==> config.mk <==
export PLATFORM = sky130hd
export DESIGN_NAME = ccu_top
export DESIGN_NICKNAME = d
export VERILOG_FILES = /design/src/core/ccu_pkg.sv /design/src/core/ccu_chan_regs.sv /design/src/core/ccu_top.sv
export SDC_FILE = /design/constraint.sdc
export NUM_CORES = 2
export LEC_CHECK = 0
export BUFFER_PORTS_ARGS = -buffer_cell sky130_fd_sc_hd__buf_2
export CAP_MARGIN = 20
export CORE_UTILIZATION = 61
export CTS_CLUSTER_SIZE = 16
export DETAILED_ROUTE_END_ITERATION = 10
export PLACE_DENSITY = 0.83
export SLEW_MARGIN = 25
export SYNTH_ARGS = -nofsm -noshare
export SYNTH_HDL_FRONTEND = slang
export SYNTH_SLANG_ARGS = --single-unit
==> constraint.sdc <==
create_clock -name i_clock -period 54.9 [get_ports i_clock]
set_input_delay 5.49 -clock i_clock [delete_from_list [all_inputs] [get_ports i_clock]]
set_output_delay 5.49 -clock i_clock [all_outputs]
set_load 0.01 [all_outputs]
==> src/core/ccu_pkg.sv <==
// Constants, codes and reset values of the capture/compare unit.
// Assumes one 25 MHz clock; the basic time unit is half a clock period.
//
// Functional notes
// - 32 channels, resolution no finer 16 units
// - four 16-bit reloadable timers, two pairs
// - timer clock prescaled or timer-six overflow
// - first timer of pair counts external events
// - 16 channels per array, timer, mode
// - one pin per channel; 24-27 input only
// - capture copies allocated timer into channel
// - capture raises the channel's own request
// - capture on rising, falling or both
// - compare channels checked every timer update
// - match performs selected compare mode action
// - two interrupt-only modes, repeat or once
// - toggle mode inverts pin each match
// - set on match, clear on overflow, once
// - double mode: two registers toggle one pin
package ccu_pkg;

   // ----------------------------------------------------------------
   // Sizes
   // ----------------------------------------------------------------
   localparam int CCU_NCH     = 32;
   localparam int CCU_ARR_CH  = 16;
   localparam int CCU_NTMR    = 4;
   localparam int CCU_TW      = 16;
   localparam int CCU_DBL_OFS = 8;

   // ----------------------------------------------------------------
   // Timing
   // ----------------------------------------------------------------
   localparam int CCU_CLK_NS  = 40;
   localparam int CCU_TCL_NS  = CCU_CLK_NS / 2;
   localparam int CCU_RES_TCL = 16;
   localparam int CCU_RES_CYC = (CCU_RES_TCL * CCU_TCL_NS + CCU_CLK_NS - 1) / CCU_CLK_NS;
   localparam int CCU_PW      = 8;

   // ----------------------------------------------------------------
   // Reset values and masks
   // ----------------------------------------------------------------
   localparam logic [CCU_TW-1:0]  CCU_TMR_RST  = 16'h0000;
   localparam logic [CCU_TW-1:0]  CCU_TMR_MAX  = 16'hFFFF;
   localparam logic [CCU_NCH-1:0] CCU_NO_OUT   = 32'h0F00_0000;
   localparam logic [CCU_PW-1:0]  CCU_PSC_RST  = 8'h00;

   // ----------------------------------------------------------------
   // Timer clock selection
   // ----------------------------------------------------------------
   localparam logic [2:0] CCU_SEL_T6OVF = 3'h6;
   localparam logic [2:0] CCU_SEL_EXT   = 3'h7;

   // ----------------------------------------------------------------
   // Channel modes
   // ----------------------------------------------------------------
   typedef enum logic [2:0] {
      CCU_OFF      = 3'h0,
      CCU_CAP_RISE = 3'h1,
      CCU_CAP_FALL = 3'h2,
      CCU_CAP_BOTH = 3'h3,
      CCU_CMP0     = 3'h4,
      CCU_CMP1     = 3'h5,
      CCU_CMP2     = 3'h6,
      CCU_CMP3     = 3'h7
   } ccu_mode_t;

endpackage

==> src/core/ccu_chan_regs.sv <==
// Channel register store: software port, per-channel capture port.
// Assumes callers on the same clock; read data one cycle late.
module ccu_chan_regs
   import ccu_pkg::*;
#(
   parameter int NCH = CCU_NCH,
   parameter int W   = CCU_TW
)(
   // Clock and reset
   input  wire logic                     i_clock,
   input  wire logic                     i_rst,
   // Software port
   input  wire logic                     i_wr,
   input  wire logic [$clog2(NCH)-1:0]   i_addr,
   input  wire logic [W-1:0]             i_wdata,
   output logic      [W-1:0]             o_rdata,
   // Capture port
   input  wire logic [NCH-1:0]           i_cap_en,
   input  wire logic [NCH-1:0][W-1:0]    i_cap_val,
   // All values
   output logic      [NCH-1:0][W-1:0]    o_values
);

   logic [NCH-1:0][W-1:0] mem_q;
   logic [W-1:0]          rd_q;

   // ----------------------------------------------------------------
   // Storage, capture wins over software
   // ----------------------------------------------------------------
   always_ff @(posedge i_clock or posedge i_rst)
   begin
      if (i_rst)
      begin
         mem_q <= '0;
         rd_q  <= '0;
      end
      else
      begin
         for (int k = 0; k < NCH; k++)
         begin
            if (i_cap_en[k])
               mem_q[k] <= i_cap_val[k];
            else if (i_wr && i_addr == k[$clog2(NCH)-1:0])
               mem_q[k] <= i_wdata;
         end
         rd_q <= mem_q[i_addr];
      end
   end

   assign o_rdata  = rd_q;
   assign o_values = mem_q;

endmodule

==> src/core/ccu_top.sv <==
// Capture/compare unit: four timers, two arrays of 16 channels.
// Assumes pins and external count inputs are asynchronous;
// the timer-six overflow pulse comes from logic on this clock.
module ccu_top
   import ccu_pkg::*;
#(
   parameter int NCH = CCU_NCH,
   parameter int TW  = CCU_TW
)(
   // Clock and reset
   input  wire logic                      i_clock,
   input  wire logic                      i_rst,
   // Timer control
   input  wire logic [CCU_NTMR-1:0]       i_tmr_run,
   input  wire logic [CCU_NTMR-1:0][2:0]  i_tmr_clk_sel,
   input  wire logic [CCU_NTMR-1:0][TW-1:0] i_tmr_reload,
   input  wire logic [CCU_NTMR-1:0]       i_tmr_wr,
   input  wire logic [TW-1:0]             i_tmr_wdata,
   output logic      [CCU_NTMR-1:0][TW-1:0] o_tmr_value,
   // Timer clock sources
   input  wire logic                      i_gpt6_ovf,
   input  wire logic [1:0]                i_ext_count,
   // Timer requests
   input  wire logic [CCU_NTMR-1:0]       i_tmr_irq_en,
   input  wire logic [CCU_NTMR-1:0]       i_tmr_irq_clr,
   output logic      [CCU_NTMR-1:0]       o_tmr_flag,
   output logic      [CCU_NTMR-1:0]       o_tmr_irq,
   // Channel configuration
   input  wire logic [NCH-1:0][2:0]       i_ch_mode,
   input  wire logic [NCH-1:0]            i_ch_tmr_sel,
   input  wire logic [NCH-1:0]            i_ch_double,
   // Channel register port
   input  wire logic                      i_ch_wr,
   input  wire logic [$clog2(NCH)-1:0]    i_ch_addr,
   input  wire logic [TW-1:0]             i_ch_wdata,
   output logic      [TW-1:0]             o_ch_rdata,
   // Channel requests
   input  wire logic [NCH-1:0]            i_ch_irq_en,
   input  wire logic [NCH-1:0]            i_ch_irq_clr,
   output logic      [NCH-1:0]            o_ch_flag,
   output logic      [NCH-1:0]            o_ch_irq,
   // Channel pins
   input  wire logic [NCH-1:0]            i_pin,
   output logic      [NCH-1:0]            o_pin,
   output logic      [NCH-1:0]            o_pin_oe
);

   // ----------------------------------------------------------------
   // Elaboration checks
   // ----------------------------------------------------------------
   // fixed channel count and resolution
   if (NCH != CCU_NCH || TW != CCU_TW || CCU_RES_CYC < 1)
   begin : g_bad
      $error("ccu_top supports 32 channels of 16 bits only");
   end

   // ----------------------------------------------------------------
   // State
   // ----------------------------------------------------------------
   typedef struct packed {
      logic [CCU_PW-1:0]              psc;
      logic [CCU_NTMR-1:0][TW-1:0]    tmr;
      logic [CCU_NTMR-1:0]            tflag;
      logic [CCU_NTMR-1:0]            upd;
      logic [CCU_NTMR-1:0]            ovf;
      logic [NCH+1:0]                 s1;
      logic [NCH+1:0]                 s2;
      logic [NCH+1:0]                 s3;
      logic [NCH-1:0]                 cflag;
      logic [NCH-1:0]                 lock;
      logic [NCH-1:0]                 pin;
   } ccu_state_t;

   ccu_state_t st_q;
   ccu_state_t st_d;

   logic [NCH-1:0]          cap_en;
   logic [NCH-1:0][TW-1:0]  cap_val;
   logic [NCH-1:0][TW-1:0]  values;
   logic [NCH-1:0]          match;

   // ----------------------------------------------------------------
   // Functions
   // ----------------------------------------------------------------
   // channel to timer of its own pair
   function automatic logic [1:0] tmr_of(input int k, input logic sel);
      logic [1:0] r;
      r = {(k >= CCU_ARR_CH), sel};
      return r;
   endfunction

   function automatic logic psc_tap(input logic [CCU_PW-1:0] p, input logic [2:0] n);
      logic [CCU_PW-1:0] m;
      m = CCU_PW'((CCU_RES_CYC << n) - 1);
      return (p & m) == m;
   endfunction

   // ----------------------------------------------------------------
   // Channel register store
   // ----------------------------------------------------------------
   ccu_chan_regs #(
      .NCH (NCH),
      .W   (TW)
   ) u_regs (
      .i_clock   (i_clock),
      .i_rst     (i_rst),
      .i_wr      (i_ch_wr),
      .i_addr    (i_ch_addr),
      .i_wdata   (i_ch_wdata),
      .o_rdata   (o_ch_rdata),
      .i_cap_en  (cap_en),
      .i_cap_val (cap_val),
      .o_values  (values)
   );

   // ----------------------------------------------------------------
   // Next state
   // ----------------------------------------------------------------
   always_comb
   begin
      logic       tick;
      logic [1:0] t;
      logic [NCH-1:0] rise;
      logic [NCH-1:0] fall;
      logic [NCH-1:0] ev;
      st_d    = st_q;
      rise    = '0;
      fall    = '0;
      cap_en  = '0;
      cap_val = '0;
      match   = '0;
      ev      = '0;
      tick    = 1'b0;
      t       = 2'h0;

      // Input synchronisers
      st_d.s1 = {i_ext_count, i_pin};
      st_d.s2 = st_q.s1;
      st_d.s3 = st_q.s2;
      rise    = st_q.s2[NCH-1:0] & ~st_q.s3[NCH-1:0];
      fall    = ~st_q.s2[NCH-1:0] & st_q.s3[NCH-1:0];

      st_d.psc = st_q.psc + CCU_PW'(1);

      // Timers
      for (int i = 0; i < CCU_NTMR; i++)
      begin
         unique case (i_tmr_clk_sel[i])
            CCU_SEL_T6OVF: tick = i_gpt6_ovf;
            // external count on first timers only
            CCU_SEL_EXT:   tick = (i % 2 == 0) &&
                                  st_q.s2[NCH + i/2] && !st_q.s3[NCH + i/2];
            default:       tick = psc_tap(st_q.psc, i_tmr_clk_sel[i]);
         endcase
         tick        = tick & i_tmr_run[i];
         st_d.upd[i] = 1'b0;
         st_d.ovf[i] = 1'b0;
         if (i_tmr_wr[i])
            st_d.tmr[i] = i_tmr_wdata;
         else if (tick)
         begin
            st_d.upd[i] = 1'b1;
            if (st_q.tmr[i] == CCU_TMR_MAX)
            begin
               st_d.tmr[i] = i_tmr_reload[i];
               st_d.ovf[i] = 1'b1;
            end
            else
               st_d.tmr[i] = st_q.tmr[i] + TW'(1);
         end
         st_d.tflag[i] = (st_q.tflag[i] & ~i_tmr_irq_clr[i]) | st_d.ovf[i];
      end

      // Channels
      for (int k = 0; k < NCH; k++)
      begin
         t = tmr_of(k, i_ch_tmr_sel[k]);
         // Period boundary frees once-per-period modes
         if (st_q.ovf[t])
         begin
            st_d.lock[k] = 1'b0;
            if (i_ch_mode[k] == CCU_CMP3)
               st_d.pin[k] = 1'b0;
         end
         match[k] = i_ch_mode[k][2] && st_q.upd[t] && st_q.tmr[t] == values[k];
         unique case (i_ch_mode[k])
            CCU_OFF: ;
            CCU_CAP_RISE, CCU_CAP_FALL, CCU_CAP_BOTH:
            begin
               cap_en[k] = (i_ch_mode[k][0] && rise[k]) || (i_ch_mode[k][1] && fall[k]);
               cap_val[k] = st_q.tmr[t];
               ev[k] = cap_en[k];
            end
            CCU_CMP0: ev[k] = match[k];
            CCU_CMP1:
            begin
               ev[k] = match[k];
               if (match[k])
                  st_d.pin[k] = ~st_q.pin[k];
            end
            CCU_CMP2:
            begin
               ev[k] = match[k] && !st_d.lock[k];
               if (ev[k])
                  st_d.lock[k] = 1'b1;
            end
            CCU_CMP3:
            begin
               ev[k] = match[k] && !st_d.lock[k];
               if (ev[k])
               begin
                  st_d.lock[k] = 1'b1;
                  st_d.pin[k]  = 1'b1;
               end
            end
         endcase
      end

      // partner match also toggles shared pin
      for (int k = 0; k < NCH; k++)
      begin
         if ((k % CCU_ARR_CH) < CCU_DBL_OFS && i_ch_double[k] &&
             i_ch_mode[k] == CCU_CMP1 && match[(k + CCU_DBL_OFS) % NCH] && !match[k])
            st_d.pin[k] = ~st_q.pin[k];
      end

      st_d.cflag = (st_q.cflag & ~i_ch_irq_clr) | ev;
   end

   // ----------------------------------------------------------------
   // Registers
   // ----------------------------------------------------------------
   always_ff @(posedge i_clock or posedge i_rst)
   begin
      if (i_rst)
      begin
         st_q     <= '0;
         st_q.psc <= CCU_PSC_RST;
         st_q.tmr <= {CCU_NTMR{CCU_TMR_RST}};
      end
      else
         st_q <= st_d;
   end

   // ----------------------------------------------------------------
   // Outputs
   // ----------------------------------------------------------------
   // requests forwarded only while enabled
   assign o_tmr_irq   = st_q.tflag & i_tmr_irq_en;
   assign o_tmr_flag  = st_q.tflag;
   assign o_tmr_value = st_q.tmr;
   assign o_ch_flag   = st_q.cflag;
   assign o_ch_irq    = st_q.cflag & i_ch_irq_en;
   assign o_pin       = st_q.pin;

   // pin driven in pin modes, not 24-27
   always_comb
   begin
      for (int k = 0; k < NCH; k++)
         o_pin_oe[k] = (i_ch_mode[k] == CCU_CMP1 || i_ch_mode[k] == CCU_CMP3) &&
                       !CCU_NO_OUT[k];
   end

endmodule

======== Word level (Yosys, flattened, before mapping) ========
Index checks and enable logic that the tools add are counted.
W data, S select, Z words.
storage, ports and cells
  register bits after elaboration ......... 810
  output and inout port bits .............. 216
  word-level logic and storage cells ...... 1604
cells by class
  add/subtract/negate cells ............... 9
  $lt $le $gt $ge ......................... 33
  equal/unequal tests ..................... 303
  shift-type cells ........................ 4
  muxes and demuxes ....................... 662
  bitwise gates (word level) .............. 61
  reduce and logical (&&, ||, !) cells .... 485
operators with widths
  kind                     count
  $mux W16                 173
  $eq A16 B16 Y1           32
  $mux W1                  420
  $eq A3 B3 Y1 const B     136
  $logic_and A1 B1 Y1      242
  $eq A3 B2 Y1 const B     64
  $and A32 B32 Y32         4
  $reduce_or A2 Y1         64
  $eq A3 B1 Y1 const B     32
  $not A32 Y32             3
  $pmux W1 S3              32
  $reduce_or A3 Y1         32
  $bmux W16 S5             1
  $eq A5 B5 Y1 const B     16
  $pmux W1 S2              36
  $reduce_bool A2 Y1       36
  $add A16 B1 Y16 const B  4
  $eq A16 B16 Y1 const B   4
  $logic_or A1 B1 Y1       60
  $logic_not A1 Y1         50
  $lt A1 B3 Y1 const B     16
  $lt A2 B3 Y1 const B     16
  $eq A5 B4 Y1 const B     8
  $not A1 Y1               36
  14 further kinds         40

======== Longest topological paths before layout ========
  depth after elaboration ................. 9
  depth in mapped cells ................... 12
  gate-level depth less buffers ........... 10

======== Modules after synthesis ========
From an unflattened synthesis, not the netlist that was laid out.
unflattened totals
  cell total of the unflattened synthesis .. 6608
  area, all modules ....................... 59059.1 µm²
by module, submodules not included
  module         instances  cells an instance  area each (µm²)  seq. area each (µm²)
  ccu_top        1          3913               30890.9          7056.8
  ccu_chan_regs  1          2695               28168.3          13212.7

======== Least setup slack after synthesis ========
No wires, ideal clock.
  path type ............................... input to output
  start ................................... in i_ch_mode[30] in the netlist's numbering
  end ..................................... out o_pin_oe[10]
  arrival time ............................ 5.683 ns
  path slack .............................. 43.727 ns
  stages on the path ...................... 1
  buffers on the path ..................... 0
  path through ............................ and2_1
between the ends
  cells in the longest elaborated chain, start to end .. 2
  elaborated cells on any way between the ends .. 3
  classes of those cells .................. eq/ne (2); reduce/logical (1)
ends and longest elaborated chain
  element               line            text
  from (decl)           ccu_top.sv:29   input wire logic [NCH-1:0][2:0] i_ch_mode,
  $eq A3 B3 Y1          ccu_top.sv:260  o_pin_oe[k] = (i_ch_mode[k] == CCU_CMP1 || i_ch_mode[k] == CCU_CMP3) &&
  $logic_or A1 B1 Y1 *  ccu_top.sv:260
  to (decl)             ccu_top.sv:45   output logic [NCH-1:0] o_pin_oe
Mark *: on every way between the ends. The rest lies on a longest branch, timed or not.

======== Worst setup path after layout ========
  start ................................... in i_ch_mode[23] in the netlist's numbering
  end ..................................... out o_pin_oe[7]
The elaborated chain is that of the path after synthesis.

==> impl_metrics.ini <==
[timing]
whs_ns = 0.342
fin_crit_ns = 11.56
min_period_over_period = 0.211
rsz0062_at_grt = no
fmax_mhz = 86.5
final-setup-viol-count = 0
tightest_slew_ns = 1.21
finClkSkew_ns = 0.0355
max_slew_margin = 0.186
drv_slew = 0
tns_ns = 0
hold_viol_final = 0

[grt]
grt_max_degree = 110
antenna_found_initial = 29
gr-total-overflow = 0
grt_use_total = 0.471
grt_pass1_wl_mm = 329
use_met2 = 0.666
grt.busiest_layer = met2
gr-usage-met1 = 0.564
use_met3 = 0.191
grt_pass1_vias = 50700

[cts]
insertion_delay_ns = 0.71
cts_buffer_depth = 3
hold_buffers = 0
htree_num_levels = 3
cts_resized = 0
cts.sinks = 810
postCtsSetupRepairBufs = 0
cts_tree = done
cts_made_buffers = 93
root_buffer = clkbuf_16
clkSlewWorstSetupHoldPaths_ns = 0.06

[status]
outcome = finished, violations left
violations = DRC

[synthesis]
synth_area_per_cell_um2 = 9.58
synth_edf_count = 0
netlist_instances = 5954
yosysTopAreaCell = dfrtp_1
synthArstFlopShare = 1.00
synth.distinct_cells = 77
synth_area_leaders = dfrtp_1 (36%), mux2i_1 (9.7%), xnor2_1 (7.7%)
syn-cell-area_mm2 = 0.0570
yosysMostFrequentCell = dfrtp_1
synth-seq-area-share = 0.356
synth_top_area_frac = 0.356
ys.warnings.count = 0
ys_ff_latch = 810
synth.top_cells.by_count = dfrtp_1 (810), a21oi_1 (595), mux2i_1 (555)
ys.flop_type = dfrtp_1

[floorplan]
die_x_um = 308
io_pins = 607
start_util = 0.619
rows = 111
core-area_mm2 = 0.0921
fp.dieH_um = 308
dieArea_mm2 = 0.0947

[placement]
place.gp.congestion = 1.06
placedCellCount = 7299
port_buffers = 586
place_hpwl_mm = 155
post_dp_cell_area_mm2 = 0.0598

[routing]
routedWlPerCell_um = 30.5
post_drt_via_cell_ratio = 7.09
drtAntennaViolNets = 0
initialDrtViolationCount = 7625
vias = 53100
dr.pass1.iters = 10
wl_mm = 228
route.detailed.drc = 2

[min_path]
hold_depth = 0
hp-class = reg -> reg
hp-start = st_d[163]$_DFF_PP0_
whs_endpoint = st_d[129]$_DFF_PP0_

[setup_path]
max_stage_delay_ns = 0.27
rrSetupSlack_ns = 51.07
slowest_stage = and2_1
timing.rr.end = o_pin[19]$_DFF_PP0_
cp.required_ns = 49.41
start_kind = input port
crit_path_end_kind = primary output
path_max_fanout = 4
path_class = in -> out
crit_path_cell_trace = buf_2 > and2_1 > buf_2
arrival_ns = 6.07
reg2reg_depth = 8
r2r-start = o_tmr_value[38]$_DFFE_PP0P_
crit_top_cell = buf_2

[pwr]
cellPowerDensity_mw_per_mm2 = 35.1
power_mw = 2.21
p_leak_nw = 26.2
ir_drop_uv = 25.4

[cells_and_area]
area_delta_synth_final_pct = 10.6
final_cells = 7491
nNetsFinal = 6554
drive_gt1_frac = 0.223
fill_cells = 7000
finalInstanceArea_mm2 = 0.0630

[flow_run]
drv_cap = 0
==> power by group <==
| part | internal [mW] | switching (mW) |
|---|---|---|
| Clock | 0.372 | 0.280 |
| Sequential | 0.703 | 0.128 |
| Combinational | 0.316 | 0.413 |
| Total | 1.39 | 0.820 |
==> state kept, by name, summed over array words and instances, names as in the netlist <==
name             flops
o_tmr_value         64
u_regs.o_rdata      16
o_tmr_flag           4
u_regs.o_values    512
o_ch_flag           32
o_pin               32
st_d                68
st_q                82
==> cell families (layout without fill, tap and decap cells) <==
group / after synthesis / in the layout / share of synthesized area
adder cells (fa/ha/maj): 9 / 9 / 0.00198
AO/OA/AOI/OAI: 1178 / 1178 / 0.128
AND/OR/NAND/NOR: 1701 / 1701 / 0.155
other: 1 / 19 / 0.0000658
multiplexers: 1008 / 1008 / 0.219
XOR/XNOR: 537 / 537 / 0.0825
buffers and inverters: 710 / 986 / 0.0582
flip-flops: 810 / 810 / 0.356
==> cell type report <==
| type | count | area, um2 | share of cell area |
|---|---|---|---|
| Multi-Input combinational cell | 4437 | 33700 | 0.534 |
| Sequential cell | 810 | 20300 | 0.321 |
| Timing Repair Buffer | 734 | 4110 | 0.0651 |
| Clock buffer | 133 | 2710 | 0.0430 |
| Tap cell | 1243 | 1560 | 0.0247 |
| Clock inverter | 41 | 402 | 0.00637 |
| Inverter | 78 | 300 | 0.00476 |
| Antenna cell | 15 | 37.5 | 0.000595 |
==> how the worst max path moves through the flow <==
stage,from,endpoint,slack (ns),depth (start not counted)
after global placement,i_ch_mode[17],o_pin_oe[5],43.38,3
after floorplan,i_rst,o_ch_flag[0]$_DFF_PP0_,26.66,1
after detailed placement,i_ch_mode[23],o_pin_oe[7],43.38,3
after CTS,i_ch_mode[23],o_pin_oe[7],43.37,3
after global routing,i_ch_mode[23],o_pin_oe[7],43.33,3
final,i_ch_mode[23],o_pin_oe[7],43.34,3
==> layout by cell type (no fill, tap or decap), types with 22 or more instances in the layout <==
| master | count |
|---|---|
| nor2b_1 | 291 |
| nand3b_1 | 69 |
| dfrtp_1 | 810 |
| o21ai_0 | 50 |
| nand2b_1 | 39 |
| xnor2_1 | 503 |
| inv_1 | 77 |
| o211ai_1 | 24 |
| buf_2 | 581 |
| nor2_1 | 362 |
| a21oi_2 | 32 |
| nand4_1 | 39 |
| o21ai_1 | 31 |
| clkbuf_16 | 96 |
| mux4_2 | 160 |
| clkinv_2 | 22 |
| nand3_1 | 118 |
| mux2i_1 | 555 |
| mux2_2 | 280 |
| xor2_1 | 34 |
| a21oi_1 | 563 |
| buf_4 | 145 |
| and3_1 | 27 |
| nand2_1 | 339 |
| a211oi_1 | 299 |
| nor4_1 | 158 |
| nor3_1 | 84 |
| and2_1 | 76 |
==> per-layer routing <==
metal / wire (um) / up-vias / share of wire
met5: 343 / - / 0.0015
met2: 93300 / 4559 / 0.41
li1: - / 21800 / -
met4: 22900 / 34 / 0.10
met1: 76200 / 25300 / 0.33
met3: 35500 / 1397 / 0.16
==> per-stage QoR <==
step / utilization / worst slack (ns)
after floorplan: - / 26.66
after global placement: 0.649 / 43.38
after detailed placement: 0.650 / 43.38
after CTS: 0.684 / 43.37
after global routing: 0.684 / 43.33
final: 0.685 / 43.34
==> worst max-delay path, delay by kind of cell <==
family | cells | cell delay [ns]
simple gates | 1 | 0.27
buf+inv | 2 | 0.31
No activity file was read; power rests on OpenSTA's default activity.
